[src/core/dma_scan_pkg.sv]
// shared constants and carrier types for the dma address and adc scan block
package dma_scan_pkg;
  localparam logic [11:0] OFF_CH0_CTL   = 12'hFB0;
  localparam logic [11:0] OFF_CH0_IO    = 12'hFB1;
  localparam logic [11:0] OFF_CH0_HI    = 12'hFB2;
  localparam logic [11:0] OFF_CH0_START = 12'hFB3;
  localparam logic [11:0] OFF_CH0_END   = 12'hFB4;
  localparam logic [11:0] OFF_CH1_CTL   = 12'hFB8;
  localparam logic [11:0] OFF_CH1_IO    = 12'hFB9;
  localparam logic [11:0] OFF_CH1_HI    = 12'hFBA;
  localparam logic [11:0] OFF_CH1_START = 12'hFBB;
  localparam logic [11:0] OFF_CH1_END   = 12'hFBC;
  localparam logic [11:0] OFF_SCAN_BASE = 12'hFBD;
  localparam logic [11:0] OFF_SCAN_CTL  = 12'hFBE;
  localparam logic [11:0] OFF_STATUS    = 12'hFBF;
  localparam logic [11:0] CH1_STRIDE    = 12'h008;
  localparam logic [11:0] IO_PAGE_BASE  = 12'hF00;
  localparam int          CTL_WORD_SELECT_BIT  = 3;
  localparam int          CTL_EN_BIT    = 7;
  localparam int          SCAN_EN_BIT   = 7;
  localparam int          SCAN_IE_BIT   = 6;
  localparam logic [7:0]  CTL_RST       = 8'h00;
  localparam logic [7:0]  SCAN_CTL_RST  = 8'h00;
  localparam logic [7:0]  SCAN_BASE_RST = 8'h00;
  localparam logic [7:0]  SCAN_RSVD_MSK = 8'h30;
  localparam logic [3:0]  SCAN_LAST_MAX = 4'hB;

  typedef struct packed {
    logic [11:0] addr;
    logic [11:0] io_addr;
    logic        word;
    logic        active;
  } chan_view_t;

  typedef struct packed {
    logic        valid;
    logic [11:0] addr;
    logic [7:0]  data;
  } rf_write_t;
endpackage

[src/core/dma_scan_top.sv]
// dma address generation for two general channels and the adc scan channel, apb slave
//
// How it works
// RULE1 - writing a channel start low byte loads the low eight bits of its address, the high nibble register gives the rest.
// RULE2 - each finished transfer advances the current address by one in byte mode or two in word mode.
// RULE3 - reading the start low byte returns the low byte of the next transfer address.
// RULE4 - end high nibble and end low byte form the 12-bit end address of the block.
// RULE5 - scan destination is base bits 7 to 1, then the 4-bit input number, then a zero.
// RULE6 - the five low scan address bits are twice the input number.
// RULE7 - a 10-bit result goes out as two bytes, upper byte at the even address, rest at the odd one.
// RULE8 - software writes zero to scan base bit 0 and scan control bits 5 and 4.
// RULE9 - clearing scan enable stops the scan channel and zeroes its input number; setting it enables.
// RULE10 - with scan interrupt enable set an interrupt follows storing the last selected input, never otherwise.
// RULE11 - the last-input field selects inputs 0 up to its value, values 12 to 15 reserved.
// RULE12 - a general channel peripheral address is hex F above its 8-bit peripheral register.
// RULE13 - word select picks one byte per request when clear, two when set.
// RULE14 - reading the status register clears all three interrupt indicators.
// RULE15 - a channel completes once the transfer at the end address finishes.
// RULE16 - enabled scan steps the input from zero to the last input per result, then wraps to zero.
`timescale 1ns/1ps
`default_nettype none
module dma_scan_top
  import dma_scan_pkg::*;
(
  input  wire logic                     REF_CLK_I,
  input  wire logic                     SRST_I,
  input  wire logic                     PSEL_I,
  input  wire logic                     PENABLE_I,
  input  wire logic                     PWRITE_I,
  input  wire logic [31:0]              PADDR_I,
  input  wire logic [31:0]              PWDATA_I,
  input  wire logic [3:0]               PSTRB_I,
  output logic      [31:0]              PRDATA_O,
  output logic                          PREADY_O,
  output logic                          PSLVERR_O,
  input  wire logic [1:0]               XFER_DONE_I,
  input  wire logic                     ADC_RESULT_VALID_I,
  input  wire logic [9:0]               ADC_RESULT_I,
  output logic                          ADC_RESULT_READY_O,
  output var  dma_scan_pkg::rf_write_t  RF_WRITE_O,
  output logic [11:0]                   CH0_ADDR_O,
  output logic [11:0]                   CH0_IO_ADDR_O,
  output logic                          CH0_WORD_O,
  output logic [11:0]                   CH1_ADDR_O,
  output logic [11:0]                   CH1_IO_ADDR_O,
  output logic                          CH1_WORD_O,
  output logic [3:0]                    SCAN_INPUT_O,
  output logic                          SCAN_ACTIVE_O,
  output logic                          DMA_IRQ_O
);
  import dma_scan_pkg::*;

  typedef enum {SC_IDLE, SC_WAIT, SC_HIGH, SC_LOW} scan_state_t;

  function automatic logic [11:0] reg_of(input logic [31:0] byte_addr);
    reg_of = byte_addr[13:2];
  endfunction

  logic [11:0]  reg_addr;
  logic         acc;
  logic         wr;
  logic         rd;
  logic         mapped;
  logic [7:0]   rdata;
  logic [7:0]   ch_rdata [2];
  logic [1:0]   ch_hit;
  logic [1:0]   ch_done;
  chan_view_t   ch_view [2];
  logic [7:0]   scan_base_r;
  logic [7:0]   scan_ctl_r;
  logic [3:0]   scan_input_r;
  logic [9:0]   result_r;
  logic [2:0]   irq_ind_r;
  logic         scan_done;
  logic [11:0]  scan_addr;
  scan_state_t  scan_state_r;
  scan_state_t  scan_state_nxt;

  // apb: one wait-free access phase, byte register in the low lane
  assign reg_addr = reg_of(PADDR_I);
  assign acc      = PSEL_I && PENABLE_I && PREADY_O;
  // an address with upper bits set answers with an error and must not touch any register or indicator
  assign wr       = acc && PWRITE_I && PSTRB_I[0] && PADDR_I[31:14] == 18'h00000;
  assign rd       = acc && !PWRITE_I && PADDR_I[31:14] == 18'h00000;

  genvar g;
  generate
    for (g = 0; g < 2; g++) begin : g_chan
      dma_chan_addr #(
        .BASE (OFF_CH0_CTL + (g == 0 ? 12'h000 : CH1_STRIDE))
      ) u_chan (
        .clk_i        (REF_CLK_I),
        .srst_i       (SRST_I),
        .wr_i         (wr),
        .addr_i       (reg_addr),
        .wdata_i      (PWDATA_I[7:0]),
        .xfer_done_i  (XFER_DONE_I[g]),
        .view_o       (ch_view[g]),
        .block_done_o (ch_done[g]),
        .rdata_o      (ch_rdata[g]),
        .hit_o        (ch_hit[g])
      );
    end
  endgenerate

  assign mapped = (|ch_hit) || reg_addr == OFF_SCAN_BASE || reg_addr == OFF_SCAN_CTL || reg_addr == OFF_STATUS
                  || PADDR_I[31:14] != 18'h00000;

  always_comb begin
    rdata = 8'h00;
    if (ch_hit[0]) rdata = ch_rdata[0];
    else if (ch_hit[1]) rdata = ch_rdata[1];
    else if (reg_addr == OFF_SCAN_BASE) rdata = scan_base_r;
    else if (reg_addr == OFF_SCAN_CTL) rdata = scan_ctl_r;
    else if (reg_addr == OFF_STATUS) rdata = {scan_input_r, 1'b0, irq_ind_r};
  end

  always_ff @(posedge REF_CLK_I) begin
    if (SRST_I) begin
      PREADY_O  <= 1'b0;
      PRDATA_O  <= 32'h00000000;
      PSLVERR_O <= 1'b0;
    end else begin
      PREADY_O  <= PSEL_I && !PENABLE_I;
      PSLVERR_O <= PSEL_I && !PENABLE_I && !(mapped && PADDR_I[31:14] == 18'h00000);
      if (PSEL_I && !PENABLE_I && !PWRITE_I) PRDATA_O <= {24'h000000, rdata};
    end
  end

  // reserved bits are stored as written; software keeps them zero
  always_ff @(posedge REF_CLK_I) begin
    if (SRST_I) begin
      scan_base_r <= SCAN_BASE_RST;
      scan_ctl_r  <= SCAN_CTL_RST;
    end else if (wr) begin
      if (reg_addr == OFF_SCAN_BASE) scan_base_r <= PWDATA_I[7:0]; // RULE8
      if (reg_addr == OFF_SCAN_CTL) scan_ctl_r <= PWDATA_I[7:0]; // RULE8 RULE11
    end
  end

  assign scan_addr = {scan_base_r[7:1], scan_input_r, 1'b0}; // RULE5 RULE6
  assign scan_done = scan_state_r == SC_LOW && scan_input_r == scan_ctl_r[3:0];

  always_comb begin
    scan_state_nxt = scan_state_r;
    case (scan_state_r)
      SC_IDLE: if (scan_ctl_r[SCAN_EN_BIT]) scan_state_nxt = SC_WAIT; // RULE9
      SC_WAIT: if (ADC_RESULT_VALID_I) scan_state_nxt = SC_HIGH;
      SC_HIGH: scan_state_nxt = SC_LOW;
      SC_LOW:  scan_state_nxt = SC_WAIT;
      default: scan_state_nxt = SC_IDLE;
    endcase
    if (!scan_ctl_r[SCAN_EN_BIT]) scan_state_nxt = SC_IDLE; // RULE9
  end

  always_ff @(posedge REF_CLK_I) begin
    if (SRST_I) scan_state_r <= SC_IDLE;
    else scan_state_r <= scan_state_nxt;
  end

  always_ff @(posedge REF_CLK_I) begin
    if (SRST_I) result_r <= 10'h000;
    else if (scan_state_r == SC_WAIT && ADC_RESULT_VALID_I) result_r <= ADC_RESULT_I;
  end

  // a reserved last-input value wraps at that value, after stepping through inputs 12 and up
  always_ff @(posedge REF_CLK_I) begin
    if (SRST_I || !scan_ctl_r[SCAN_EN_BIT]) begin
      scan_input_r <= 4'h0; // RULE9
    end else if (scan_state_r == SC_LOW) begin
      scan_input_r <= scan_done ? 4'h0 : scan_input_r + 4'h1; // RULE16 RULE11
    end
  end

  always_ff @(posedge REF_CLK_I) begin
    if (SRST_I) begin
      RF_WRITE_O <= '0;
    end else begin
      RF_WRITE_O.valid <= scan_state_r == SC_HIGH || scan_state_r == SC_LOW;
      if (scan_state_r == SC_HIGH) begin
        RF_WRITE_O.addr <= scan_addr; // RULE7
        RF_WRITE_O.data <= result_r[9:2]; // RULE7
      end else if (scan_state_r == SC_LOW) begin
        RF_WRITE_O.addr <= scan_addr | 12'h001; // RULE7
        RF_WRITE_O.data <= {result_r[1:0], 6'h00}; // RULE7
      end
    end
  end

  // a new completion in the read cycle survives the clear
  always_ff @(posedge REF_CLK_I) begin
    if (SRST_I) begin
      irq_ind_r <= 3'h0;
    end else begin
      irq_ind_r <= ((rd && reg_addr == OFF_STATUS) ? 3'h0 : irq_ind_r) // RULE14
                   | {scan_done && scan_ctl_r[SCAN_IE_BIT], ch_done}; // RULE10 RULE15
    end
  end

  always_ff @(posedge REF_CLK_I) begin
    if (SRST_I) begin
      DMA_IRQ_O          <= 1'b0;
      ADC_RESULT_READY_O <= 1'b0;
      SCAN_INPUT_O       <= 4'h0;
      SCAN_ACTIVE_O      <= 1'b0;
      CH0_ADDR_O         <= 12'h000;
      CH0_IO_ADDR_O      <= 12'h000;
      CH0_WORD_O         <= 1'b0;
      CH1_ADDR_O         <= 12'h000;
      CH1_IO_ADDR_O      <= 12'h000;
      CH1_WORD_O         <= 1'b0;
    end else begin
      DMA_IRQ_O          <= |irq_ind_r;
      ADC_RESULT_READY_O <= scan_state_nxt == SC_WAIT;
      SCAN_INPUT_O       <= scan_input_r;
      SCAN_ACTIVE_O      <= scan_ctl_r[SCAN_EN_BIT];
      CH0_ADDR_O         <= ch_view[0].addr;
      CH0_IO_ADDR_O      <= ch_view[0].io_addr; // RULE12
      CH0_WORD_O         <= ch_view[0].word; // RULE13
      CH1_ADDR_O         <= ch_view[1].addr;
      CH1_IO_ADDR_O      <= ch_view[1].io_addr;
      CH1_WORD_O         <= ch_view[1].word;
    end
  end

  chk_scan_addr: assert property (@(posedge REF_CLK_I) disable iff (SRST_I) // RULE6
    scan_state_r == SC_HIGH |=> RF_WRITE_O.addr[4:0] == {$past(scan_input_r), 1'b0})
    else $error("scan low address bits not twice the input");
  chk_pair_order: assert property (@(posedge REF_CLK_I) disable iff (SRST_I) // RULE7
    scan_state_r == SC_HIGH |=> RF_WRITE_O.valid ##1 RF_WRITE_O.valid && RF_WRITE_O.addr[0])
    else $error("byte pair not written even then odd");
  chk_disable_zero: assert property (@(posedge REF_CLK_I) disable iff (SRST_I) // RULE9
    !scan_ctl_r[SCAN_EN_BIT] |=> scan_input_r == 4'h0 && scan_state_r == SC_IDLE)
    else $error("scan not stopped when disabled");
  chk_scan_irq: assert property (@(posedge REF_CLK_I) disable iff (SRST_I) // RULE10
    scan_done && !scan_ctl_r[SCAN_IE_BIT] && !irq_ind_r[2] |=> !irq_ind_r[2])
    else $error("scan interrupt raised while disabled");
  chk_wrap_zero: assert property (@(posedge REF_CLK_I) disable iff (SRST_I) // RULE16
    scan_done && scan_ctl_r[SCAN_EN_BIT] |=> scan_input_r == 4'h0)
    else $error("scan input did not wrap");
  chk_status_clear: assert property (@(posedge REF_CLK_I) disable iff (SRST_I) // RULE14
    rd && reg_addr == OFF_STATUS && !scan_done && ch_done == 2'b00 |=> irq_ind_r == 3'h0)
    else $error("status read did not clear indicators");
  chk_rf_base: assert property (@(posedge REF_CLK_I) disable iff (SRST_I) // RULE5
    scan_state_r == SC_HIGH |=> RF_WRITE_O.addr[11:5] == $past(scan_base_r[7:1]))
    else $error("scan address top bits not from the base register");
  chk_high_byte: assert property (@(posedge REF_CLK_I) disable iff (SRST_I) // RULE7
    scan_state_r == SC_HIGH |=> RF_WRITE_O.data == $past(result_r[9:2]))
    else $error("even byte does not hold the upper result bits");
  chk_low_byte: assert property (@(posedge REF_CLK_I) disable iff (SRST_I) // RULE7
    scan_state_r == SC_LOW |=> RF_WRITE_O.data == {$past(result_r[1:0]), 6'h00})
    else $error("odd byte does not hold the lower result bits");
  chk_quiet_wait: assert property (@(posedge REF_CLK_I) disable iff (SRST_I) // RULE7
    scan_state_r == SC_WAIT |=> !RF_WRITE_O.valid)
    else $error("register file write outside a result pair");
  chk_take_result: assert property (@(posedge REF_CLK_I) disable iff (SRST_I) // RULE7
    scan_state_r == SC_WAIT && ADC_RESULT_VALID_I |=> result_r == $past(ADC_RESULT_I))
    else $error("offered result not captured");
  chk_ready_wait: assert property (@(posedge REF_CLK_I) disable iff (SRST_I) // RULE16
    ADC_RESULT_READY_O == (scan_state_r == SC_WAIT))
    else $error("result ready does not follow the waiting state");
  chk_input_step: assert property (@(posedge REF_CLK_I) disable iff (SRST_I) // RULE16
    scan_state_r == SC_LOW && !scan_done |=> scan_input_r == $past(scan_input_r) + 4'h1)
    else $error("scan input did not step to the next input");
  chk_irq_follow: assert property (@(posedge REF_CLK_I) disable iff (SRST_I) // RULE10
    DMA_IRQ_O == $past(|irq_ind_r))
    else $error("interrupt output does not follow the indicators");
  // first cycle after reset still shows the cleared output flops
  chk_io_page: assert property (@(posedge REF_CLK_I) disable iff (SRST_I) // RULE12
    !$past(SRST_I) |-> CH0_IO_ADDR_O[11:8] == 4'hF && CH1_IO_ADDR_O[11:8] == 4'hF)
    else $error("peripheral address left the top page");
  chk_ready_pulse: assert property (@(posedge REF_CLK_I) disable iff (SRST_I)
    PREADY_O == $past(PSEL_I && !PENABLE_I))
    else $error("ready is not one cycle after the setup cycle");
  chk_err_ready: assert property (@(posedge REF_CLK_I) disable iff (SRST_I)
    PSLVERR_O |-> PREADY_O)
    else $error("error response without ready");
  cov_word_done: cover property (@(posedge REF_CLK_I) ch_done[1] && ch_view[1].word);
  cov_scan_stop: cover property (@(posedge REF_CLK_I) scan_state_r != SC_IDLE && !scan_ctl_r[SCAN_EN_BIT]);
  cov_scan_wrap: cover property (@(posedge REF_CLK_I) scan_done);
  cov_chan_done: cover property (@(posedge REF_CLK_I) ch_done[0]);
  cov_status_rd: cover property (@(posedge REF_CLK_I) rd && reg_addr == OFF_STATUS && irq_ind_r != 3'h0);
endmodule
`default_nettype wire

[src/core/dma_chan_addr.sv]
// one general dma channel: control, peripheral, start/current and end address registers
`timescale 1ns/1ps
`default_nettype none
module dma_chan_addr
  import dma_scan_pkg::*;
#(
  parameter logic [11:0] BASE = 12'hFB0
) (
  input  wire logic                     clk_i,
  input  wire logic                     srst_i,
  input  wire logic                     wr_i,
  input  wire logic [11:0]              addr_i,
  input  wire logic [7:0]               wdata_i,
  input  wire logic                     xfer_done_i,
  output var  dma_scan_pkg::chan_view_t view_o,
  output logic                          block_done_o,
  output logic [7:0]                    rdata_o,
  output logic                          hit_o
);
  logic [7:0]  ctl_r;
  logic [7:0]  io_r;
  logic [3:0]  end_hi_r;
  logic [11:0] cur_r;
  logic [7:0]  end_lo_r;
  logic [11:0] end_addr;
  logic [11:0] step;

  assign end_addr = {end_hi_r, end_lo_r}; // RULE4
  assign step = ctl_r[CTL_WORD_SELECT_BIT] ? 12'h002 : 12'h001; // RULE2 RULE13
  assign block_done_o = xfer_done_i && ctl_r[CTL_EN_BIT] && (cur_r == end_addr); // RULE15
  assign view_o = '{addr: cur_r, io_addr: IO_PAGE_BASE | {4'h0, io_r}, // RULE12
                    word: ctl_r[CTL_WORD_SELECT_BIT], active: ctl_r[CTL_EN_BIT]};
  assign hit_o = (addr_i >= BASE) && (addr_i <= BASE + 12'h004);

  always_ff @(posedge clk_i) begin
    if (srst_i) begin
      ctl_r    <= CTL_RST;
      io_r     <= 8'h00;
      end_hi_r <= 4'h0;
      end_lo_r <= 8'h00;
    end else if (wr_i) begin
      if (addr_i == BASE) ctl_r <= wdata_i;
      if (addr_i == BASE + 12'h001) io_r <= wdata_i;
      if (addr_i == BASE + 12'h002) end_hi_r <= wdata_i[7:4];
      if (addr_i == BASE + 12'h004) end_lo_r <= wdata_i;
    end
  end

  // software write beats a same-cycle advance so a fresh start is never skipped
  always_ff @(posedge clk_i) begin
    if (srst_i) begin
      cur_r <= 12'h000;
    end else if (wr_i && addr_i == BASE + 12'h003) begin
      cur_r <= {cur_r[11:8], wdata_i}; // RULE1
    end else if (wr_i && addr_i == BASE + 12'h002) begin
      cur_r <= {wdata_i[3:0], cur_r[7:0]}; // RULE1
    end else if (xfer_done_i && ctl_r[CTL_EN_BIT]) begin
      cur_r <= cur_r + step; // RULE2
    end
  end

  always_comb begin
    rdata_o = 8'h00;
    case (addr_i - BASE)
      12'h000: rdata_o = ctl_r;
      12'h001: rdata_o = io_r;
      12'h002: rdata_o = {end_hi_r, cur_r[11:8]};
      12'h003: rdata_o = cur_r[7:0]; // RULE3
      12'h004: rdata_o = end_lo_r;
      default: rdata_o = 8'h00;
    endcase
  end

  chk_advance_step: assert property (@(posedge clk_i) disable iff (srst_i) // RULE2
    xfer_done_i && ctl_r[CTL_EN_BIT] && !wr_i |=> cur_r == $past(cur_r) + $past(step))
    else $error("current address did not advance by the step");
  chk_start_load: assert property (@(posedge clk_i) disable iff (srst_i) // RULE1
    wr_i && addr_i == BASE + 12'h003 |=> cur_r[7:0] == $past(wdata_i))
    else $error("start low byte not loaded");
  chk_block_end: assert property (@(posedge clk_i) disable iff (srst_i) // RULE15
    block_done_o |-> cur_r == {end_hi_r, end_lo_r})
    else $error("block end flagged away from end address");
endmodule
`default_nettype wire

[config.mk]
export PLATFORM = sky130hd
export DESIGN_NAME = dma_scan_top
export DESIGN_NICKNAME = d
export VERILOG_FILES = /design/src/core/dma_scan_pkg.sv /design/src/core/dma_scan_top.sv /design/src/core/dma_chan_addr.sv
export SDC_FILE = /design/constraint.sdc
export NUM_CORES = 1
export LEC_CHECK = 0
export BUFFER_PORTS_ARGS = -buffer_cell sky130_fd_sc_hd__buf_4
export CORE_ASPECT_RATIO = 0.5
export CORE_MARGIN = 5
export CORE_UTILIZATION = 55
export CTS_BUF_LIST = sky130_fd_sc_hd__clkbuf_16
export CTS_CLUSTER_SIZE = 8
export DETAILED_ROUTE_END_ITERATION = 8
export PLACE_DENSITY = 0.8
export REMOVE_ABC_BUFFERS = 1
export SKIP_LAST_GASP = 1
export SLEW_MARGIN = 20
export SYNTH_ARGS = -nofsm -noshare
export SYNTH_HDL_FRONTEND = slang
export SYNTH_HIERARCHICAL = 1
export SYNTH_SLANG_ARGS = --single-unit
[constraint.sdc]
create_clock -name REF_CLK_I -period 6.2 [get_ports REF_CLK_I]
set_input_delay 0.31 -clock REF_CLK_I [delete_from_list [all_inputs] [get_ports REF_CLK_I]]
set_output_delay 0.31 -clock REF_CLK_I [all_outputs]
set_load 0.005 [all_outputs]
After elaboration in Yosys (flattened, before gate mapping)
Cells that the tools add are included.
- logic and storage cells: 169
- memory bits (writable): 0
- bits in latches: 0
- input port bits: 86
- output and inout bits: 112
- register bits: 233
- memories: 0
- bits in read-only memories: 0
- multiply operators: 0
- reduce and logical (&&, ||, !) cells: 63
- bitwise gates (word level): 3
- $add $sub $neg: 5
- $lt $le $gt $ge: 4
- div/mod/pow operators: 0
- muxes and demuxes: 24
- shift operators: 0
- eq/ne operators: 33
- operators by type and width (operator ; count):
    12-bit == test (second input constant) ; 13
    32-bit by 2-bit == test with 1-bit output (second input constant) ; 4
    32-bit one-hot mux with 3 select lines ; 1
    8-bit one-hot mux with 5 select lines ; 2
    12-bit 2-to-1 mux ; 6
    32-bit by 3-bit == test with 1-bit output (second input constant) ; 2
    32-bit 2-to-1 mux ; 2
    8-bit 2-to-1 mux ; 7
    12-bit by 2-bit == test with 1-bit output (second input constant) ; 4
    20-bit 2-to-1 mux ; 2
    32-bit by 1-bit == test with 1-bit output (second input constant) ; 1
    32-bit logical NOT ; 1
    2-bit AND reduction ; 14
    1-bit logical AND ; 25
    12-bit by 2-bit adder with 12-bit output ; 2
    12-bit by 1-bit == test with 1-bit output (second input constant) ; 2
    12-bit == test ; 2
    12-bit by 3-bit == test with 1-bit output (second input constant) ; 2
    12-bit greater-or-equal comparator (second input constant) ; 2
    12-bit <= comparator (second input constant) ; 2
    12-bit logical NOT ; 2
    12-bit subtractor (second input constant) ; 2
    18-bit logical NOT ; 1
    18-bit nonzero test ; 1
    13 further kinds ; 30

Logic depth before layout (Yosys ltp)
Gate-level depths: netlist (run 1).
- depth after elaboration: 10
- mapped depth: 12
- mapped depth without buffers: 11

Cells and area by module
The synthesis (run 1) kept the hierarchy.
- by module, submodules not included (module ; cells each ; instances ; area each (um^2)):
    dma_scan_top ; 503 ; 1 ; 5282.6
    dma_chan_addr (g_chan[1].u_chan) ; 298 ; 1 ; 2466.1
    dma_chan_addr (g_chan[0].u_chan) ; 287 ; 1 ; 2374.8

Worst setup path after synthesis (run 1)
OpenSTA, ideal clock, no wires.
- path kind: input-to-reg
- from: input port PADDR_I[16]
- to: register g_chan[1].u_chan.end_hi_r[2]
- arrival: 2.318 ns
- stages: 10
- setup slack: 3.754 ns
- path through: nor4_1 > nand3_1 > nor3_1 > and4b_1 > nand4_1 > or2_1 > clkbuf_1 > buf_6 > mux2i_1 > nor2_1
- cells in the longest elaborated chain, start to end: 3
- RTL lines (element ; line ; source):
    start, declared ; dma_scan_top.sv:30 ; input wire logic [31:0] PADDR_I,
    18-bit logical NOT ; dma_scan_top.sv:83 ; assign wr = acc && PWRITE_I && PSTRB_I[0] && PADDR_I[31:14] == 18'h00000;
    1-bit logical AND ; dma_scan_top.sv:83 ;
    named net wr ; dma_scan_top.sv:61 ; logic wr;
    2-bit AND reduction (no line) ; - ;
    end signal, assigned ; dma_chan_addr.sv:44 ; if (addr_i == BASE + 12'h002) end_hi_r <= wdata_i[7:4];
    end, declared ; dma_chan_addr.sv:22 ; logic [3:0] end_hi_r;
The timed path passes the listed nets, and every way through them passes these cells.
A chain may end at the register's enable or synchronous reset.

Final worst setup path (run 1)
- from: register PREADY_O
- to: register g_chan[0].u_chan.cur_r[11]
- cells in the longest elaborated chain, start to end: 7
- elaborated cells on any way between the ends: 10
- classes of those cells: mux: 1; bitwise: 1; reduce/logical: 8
- RTL lines (element ; line ; source):
    start, declared ; dma_scan_top.sv:34 ; output logic PREADY_O,
    start signal, assigned ; dma_scan_top.sv:124 ; PREADY_O <= PSEL_I && !PENABLE_I;
    1-bit logical AND (*) ; dma_scan_top.sv:81 ; assign acc = PSEL_I && PENABLE_I && PREADY_O;
    1-bit logical AND (*) (3 in a row) ; dma_scan_top.sv:83 ;
    named net wr ; dma_scan_top.sv:61 ;
    1-bit logical AND, on equally long branches ; dma_chan_addr.sv:55, dma_chan_addr.sv:53 ;
    2-bit nonzero test (no line) or 1-bit NOT (tied branches) ; - ;
    2-bit AND reduction (no line) ; - ;
    end signal, assigned ; dma_chan_addr.sv:54 ; cur_r <= {cur_r[11:8], wdata_i};
    end signal, assigned ; dma_chan_addr.sv:56 ; cur_r <= {wdata_i[3:0], cur_r[7:0]};
    end signal, assigned ; dma_chan_addr.sv:58 ; cur_r <= cur_r + step;
    end, declared ; dma_chan_addr.sv:23 ; logic [11:0] cur_r;
Mark *: on every way through the listed nets, which the timed path passes. The rest lies on a longest branch. The select of a mux whose other input is x is not followed.

==> out/metrics.yaml, run 1 <==
period_needed_ns: 3.35
fp.dieW_um: 202
io_pins: 198
start_kind: "flip-flop"
path_clk_slew_ns: 0.05
grt_pass1_vias: 8384
firstDrtPassIters: 7
cpMaxStageDelayCell: "nor3_1"
final_area_mm2: 0.0122
area_growth_pct: 20.3
grt_use_met3_pct: 6.15
place_ws_ns: 2.65
wirelength_mm: 26.5
setup_viol: 0
via_count: 8558
hold_ws_ns: 0.0204
rows: 35
grt-busiest-layer: "met2"
synth_area_per_cell_um2: 9.31
cts_resized: 0
crit_arrival_ns: 3.68
p_leak_nw: 4.91
clock_skew_ns: 0.0209
viasPerCell: 5.79
final_antenna_net_count: 0
grt_antenna_before_repair: 0
drive_above_1_share_pct: 18.2
postCtsHoldBufs: 0
initial_core_util_pct: 55.5
slew_viol_final: 0
timing.slew.headroom_pct: 28.3
worst_pin_slew_ns: 1.07
wire_per_inst_um: 17.9
end_kind: "flip-flop"
cp.required_ns: 6.53
internal-power_mw: 2.59
fin_nets: 1330
swShare_pct: 21.5
drt-initial-drc-count: 792
cts_buffer_depth: 3
ys_warn_count: 6
critPathMaxStageDelay_ns: 0.77
fin_tns_setup_ns: 0
cts_sinks: 233
cts_root_buf: "clkbuf_16"
cts_tree: "done"
worstHoldStart: "PENABLE_I"
crit_start: "PREADY_O$_SDFF_PP0_"
hp-class: "input pin to flip-flop"
synth_area_mm2: 0.0101
gp_congestion: 0.941
power_density_mw_per_mm2: 271
drc: 0
dp_hpwl_mm: 18.0
grt_usage_pct: 23.9
comb_power_share_pct: 4.1
crit_top_cell: "nand3_1"
num-fill-cells: 1406
peakVddDrop_mv: 0.251
dpl_cell_area_mm2: 0.0112
worstReg2RegStart: "PREADY_O$_SDFF_PP0_"
postCtsSetupBuffers: 0
core_mm2: 0.0182
worst-path-max-fanout: 17
numCtsBuffers: 35
use_met1_pct: 30.1
timing.fmax_mhz: 298
critPathKind: "flip-flop to flip-flop"
rsz0062_at_grt: "false"
status: "completed"
p_clk_share_pct: 49.7
multi_input_area_mm2: 0.00510
worstSkewPairLatency_ns: 0.50
grt-ovfl-total: 0
gr-usage-met2_pct: 40.0
cap_viol_max_count: 0
die_height_um: 106
final.setup.worst_slack_ns: 2.85
htree_levels: 2
grt_max_degree: 115
pwr-share-seq_pct: 46.2
grt_first_pass_wirelength_mm: 42.4
hold_violations: 0
post-route-period-util_pct: 54.1
crit_chain: "nand3_1 -> or2_2 -> nor3_1 -> nand2_1 -> nor2_1 -> nand3_1 -> a211oi_1 -> nor4_1"
syn_inst: 1086
antenna_cells: 0
power_switching_mw: 0.711
port_buffers: 144
dieArea_mm2: 0.0214
regArea_mm2: 0.00466
## placed cells by master, fill, tap and decap left out, types with 18 or more instances in the layout
master,instances
conb_1,62
mux2i_1,80
nand2b_1,18
xnor2_1,30
nor2b_1,56
nand2_1,84
nand3_1,31
a21oi_1,66
buf_4,146
dfxtp_1,233
clkbuf_16,36
nor2_1,121
nor4_1,21
## worst max-delay path, delay by kind of cell, from the launching register on
family / cells / cell delay [ns]
AND/OR/NAND/NOR: 7 / 2.48
flip-flops: 1 / 0.34
AO/OA/AOI/OAI: 1 / 0.37
## final timing paths
path / end / slack [ns] / cells after the start
min reg2reg: g_chan[1].u_chan/io_r[7]$_SDFFE_PP0P_ / 0.47 / 2
max: g_chan[0].u_chan/cur_r[11]$_SDFFE_PP0P_ / 2.85 / 8
max reg2reg: g_chan[0].u_chan/cur_r[11]$_SDFFE_PP0P_ / 2.85 / 8
min: PREADY_O$_SDFF_PP0_ / 0.02 / 2
## registers in the layout, indices dropped and copies added (netlist names), 3 cells and up
name	flops
scan_state_r	32
g_chan.u_chan/cur_r	24
RF_WRITE_O	21
g_chan.u_chan/ctl_r	16
g_chan.u_chan/end_lo_r	16
g_chan.u_chan/io_r	16
CH0_ADDR_O	12
CH0_IO_ADDR_O	12
CH1_ADDR_O	12
CH1_IO_ADDR_O	12
result_r	10
PRDATA_O	8
g_chan.u_chan/end_hi_r	8
scan_base_r	8
scan_ctl_r	8
SCAN_INPUT_O	4
scan_input_r	4
irq_ind_r	3
## metrics by stage
stage          utilization (%)  std cells  power, mW
2_1_floorplan                -       1052       1.59
3_3_place_gp              61.6       1439       1.68
3_5_place_dp              61.6       1439       1.68
4_1_cts                   66.7       1479       3.33
5_1_grt                   66.8       1479       3.42
6_report                  66.8       1479       3.30
## layout make-up
cell class	count	area share, %
Tap cell	240	2.47
Clock buffer	36	7.41
Multi-Input combinational cell	805	41.9
Timing Repair Buffer	147	9.10
Clock inverter	4	0.309
Inverter	14	0.432
Sequential cell	233	38.3
## power by group through the flow
stage	clock [mW]	combinational, mW	sequential (mW)
2_1_floorplan	0	0.0362	1.55
3_3_place_gp	0	0.127	1.55
3_5_place_dp	0	0.130	1.55
4_1_cts	1.68	0.131	1.52
5_1_grt	1.75	0.144	1.52
6_report	1.64	0.135	1.52
## metal layers
layer | share of wire (%) | vias up
li1 | - | 4032
met1 | 41 | 4017
met2 | 47 | 435
met3 | 9.3 | 74
met4 | 2.7 | 0
met5 | 0 | -
(Power assumes the default switching activity.)
==> run 2: changes to the inputs <==
--- a/config.mk
+++ b/config.mk
@@ -8,11 +8,11 @@
 export BUFFER_PORTS_ARGS = -buffer_cell sky130_fd_sc_hd__buf_4
 export CORE_ASPECT_RATIO = 0.5
 export CORE_MARGIN = 5
-export CORE_UTILIZATION = 55
+export CORE_UTILIZATION = 50
 export CTS_BUF_LIST = sky130_fd_sc_hd__clkbuf_16
 export CTS_CLUSTER_SIZE = 8
 export DETAILED_ROUTE_END_ITERATION = 8
-export PLACE_DENSITY = 0.8
+export PLACE_DENSITY = 0.76
 export REMOVE_ABC_BUFFERS = 1
 export SKIP_LAST_GASP = 1
 export SLEW_MARGIN = 20
==> constraint.sdc (replaced) <==
create_clock -name REF_CLK_I -period 3 [get_ports REF_CLK_I]
set_input_delay 0.15 -clock REF_CLK_I [delete_from_list [all_inputs] [get_ports REF_CLK_I]]
set_output_delay 0.15 -clock REF_CLK_I [all_outputs]
set_load 0.005 [all_outputs]
==> run 2 against run 1 <==
Net effect: setup slack got worse by 2.6 ns; combinational power increased by 120%; register-to-register slack got worse by 2.6 ns; non-clock buffer count increased by 30; hold slack improved by 0.010 ns; count of clock-buffer cells in the layout unchanged; clock power increased by 110%.
==> out/metrics.yaml, run 2 (synthesis results as in run 1) <==
start_kind: "flip-flop"
drive_above_1_share_pct: 19.1  # +0.83 points
rsz0062_at_grt: "false"
grt_first_pass_wirelength_mm: 43.8  # +3.4%
p_leak_nw: 5.04  # +2.5%
rrSetupSlack_ns: 0.26  # -2.58 ns
drt-initial-drc-count: 855  # +8.0%
dp.cells: 1481  # +2.9%
gp_congestion: 0.935  # -0.66%
regArea_mm2: 0.00466  # unchanged
postCtsSetupBuffers: 0  # unchanged
io_pins: 198  # unchanged
grt-ovfl-total: 0  # unchanged
layout.cells.non_filler: 1535  # +3.8%
largest_register_ffs: 32  # unchanged
final_antenna_net_count: 0  # unchanged
fin_nets: 1360  # +2.3%
timing.slew.headroom_pct: 53.7  # +25 points
cp_top_family: "simple AND/OR/NAND/NOR gates"
dp_hpwl_mm: 18.6  # +3.2%
crit_chain: "nand3_1 -> or2_2 -> nor3_1 -> and4b_1 -> nand4_1 -> or2_1 -> mux2i_1 -> nor2_1"
via_count: 8615  # +0.67%
grt_pass1_vias: 8425  # +0.49%
period_needed_ns: 2.74  # -0.616 ns
post-route-period-util_pct: 91.3  # +37 points
critPathKind: "flip-flop to flip-flop"
peakVddDrop_mv: 0.394  # +57%
htree_levels: 2  # unchanged
critPathMaxStageDelay_ns: 0.51  # -0.26 ns
cts_tree: "done"
rows: 36  # +2.9%
path_clk_slew_ns: 0.05  # about the same
setup_viol: 0  # unchanged
timing.fmax_mhz: 365  # +22%
core_mm2: 0.0197  # +8.0%
grt_antenna_before_repair: 0  # unchanged
cp.required_ns: 3.35  # -3.18 ns
hold_depth: 3  # +1
cpMaxStageDelayCell: "or2_1"
numCtsBuffers: 35  # unchanged
layout_commonest_cell: "dfxtp_1"
worst_pin_slew_ns: 0.688  # -0.386 ns
final_cell_mix: "dfxtp_1, buf_4, nor2_1, nand2_1, mux2i_1"
drc: 0  # unchanged
hold_end: "g_chan[1].u_chan/end_lo_r[4]$_SDFFE_PP0P_"
reg_top3: "scan_state_r x32, g_chan.u_chan/cur_r x24, RF_WRITE_O x21"
cp_num_cells: 8  # unchanged
cp.buffers_inverters: 0  # unchanged
top_register: "scan_state_r"
worstReg2RegEnd: "g_chan[1].u_chan/end_hi_r[1]$_SDFFE_PP0P_"
slew_viol_final: 0  # unchanged
wirelength_mm: 27.2  # +2.7%
grt_max_degree: 79  # -31%
fp.dieW_um: 211  # +4.6%
cts_root_buf: "clkbuf_16"
die_height_um: 111  # +4.4%
cts_buffer_depth: 3  # unchanged
worstHoldStart: "PWDATA_I[4]"
wire_per_inst_um: 17.7  # -1.0%
cap_viol_max_count: 0  # unchanged
power_density_mw_per_mm2: 550  # +100%
crit_arrival_ns: 3.09  # -0.59 ns
end_kind: "flip-flop"
dieArea_mm2: 0.0233  # +9.3%
area_growth_pct: 23.1
worst-path-max-fanout: 12  # -5
worstReg2RegStart: "PREADY_O$_SDFF_PP0_"
r2r.worst_path.cells: 8  # unchanged
clock_skew_ns: 0.0199  # -0.00100 ns
utilization_pct: 63.2  # -3.5 points
antenna_cells: 0  # unchanged
cts_sinks: 233  # unchanged
hp-class: "input pin to flip-flop"
multi_input_area_mm2: 0.00509  # -0.17%
hold_violations: 0  # unchanged
worstSkewPairLatency_ns: 0.50  # about the same
hold_ws_ns: 0.0306  # +0.0103 ns
status: "completed"
num-fill-cells: 1619  # +15%
port_buffers: 144  # unchanged
grt_usage_pct: 22.5  # -1.4 points
initial_core_util_pct: 51.4  # -4.1 points
viasPerCell: 5.61  # -3.0%
firstDrtPassIters: 7  # unchanged
[run 2: cell types whose count changed in the layout (fill, tap and decap cells not counted)]
| cell | delta |
|---|---|
| nor4b_2 | +1 |
| buf_4 | +16 |
| dlygate4sd3_1 | +14 |
| nor4b_4 | -1 |
[run 2: power breakdown]
| group | internal (mW) | switching [mW] | total, mW | leakage [nW] |
|---|---|---|---|---|
| Clock | 2.11 | 1.29 | 3.41 | 0.464 |
| Combinational | 0.114 | 0.181 | 0.295 | 2.68 |
| Sequential | 3.14 | 0.0103 | 3.15 | 1.89 |
| Total | 5.36 | 1.48 | 6.85 | 5.04 |
[run 2: cell type report]
| type | count | area share [%] |
|---|---|---|
| multi-input combinational | 805 | 40.9 |
| sequential | 233 | 37.5 |
| timing repair buffer | 177 | 11.0 |
| clock buffer | 36 | 7.24 |
| tap | 266 | 2.67 |
| inverter | 14 | 0.422 |
| clock inverter | 4 | 0.302 |
[run 2: worst max-delay path by stage]
stage	end	from	slack, ns
2_1_floorplan	RF_WRITE_O[10]$_SDFFE_PP0P_	scan_state_r[15]$_SDFF_PP0_	-0.29
3_3_place_gp	g_chan[1].u_chan/end_hi_r[1]$_SDFFE_PP0P_	PADDR_I[21]	0.42
3_5_place_dp	g_chan[1].u_chan/cur_r[11]$_SDFFE_PP0P_	PADDR_I[21]	0.33
4_1_cts	g_chan[1].u_chan/end_hi_r[1]$_SDFFE_PP0P_	PREADY_O$_SDFF_PP0_	0.32
5_1_grt	g_chan[0].u_chan/cur_r[11]$_SDFFE_PP0P_	PREADY_O$_SDFF_PP0_	0.15
6_report	g_chan[1].u_chan/end_hi_r[1]$_SDFFE_PP0P_	PREADY_O$_SDFF_PP0_	0.26
[run 2: worst register-to-register path, delay by kind of cell (launching register included)]
| kind | cells | cell delay, ns |
|---|---|---|
| DFF | 1 | 0.32 |
| muxes | 1 | 0.23 |
| and+or+nand+nor | 7 | 2.04 |
[run 2: stage by stage]
step	cell area, um^2	worst slack (ns)	power [mW]	TNS, ns
2_1_floorplan	9790	-0.295	3.28	-6.45
3_3_place_gp	11400	0.416	3.47	0
3_5_place_dp	11400	0.334	3.48	0
4_1_cts	12400	0.325	6.89	0
5_1_grt	12400	0.149	7.07	0
6_report	12400	0.261	6.85	0
[run 2: what timing repair did]
action / CTS / global route
hold buffers: 14 / 0
hold endpoints to repair: 15 / 0
gates resized for setup: 0 / 0
[run 2: metal layers]
layer / share of wire, % / vias to the layer above / GRT usage (%) / routed length, um
met3: 8.6 / 62 / 5.38 / 2330
met5: 0 / - / 0 / 0
met4: 2.2 / 0 / 6.39 / 603
met1: 42 / 4081 / 29.3 / 11400
met2: 47 / 393 / 37.4 / 12900
li1: - / 4079 / - / -
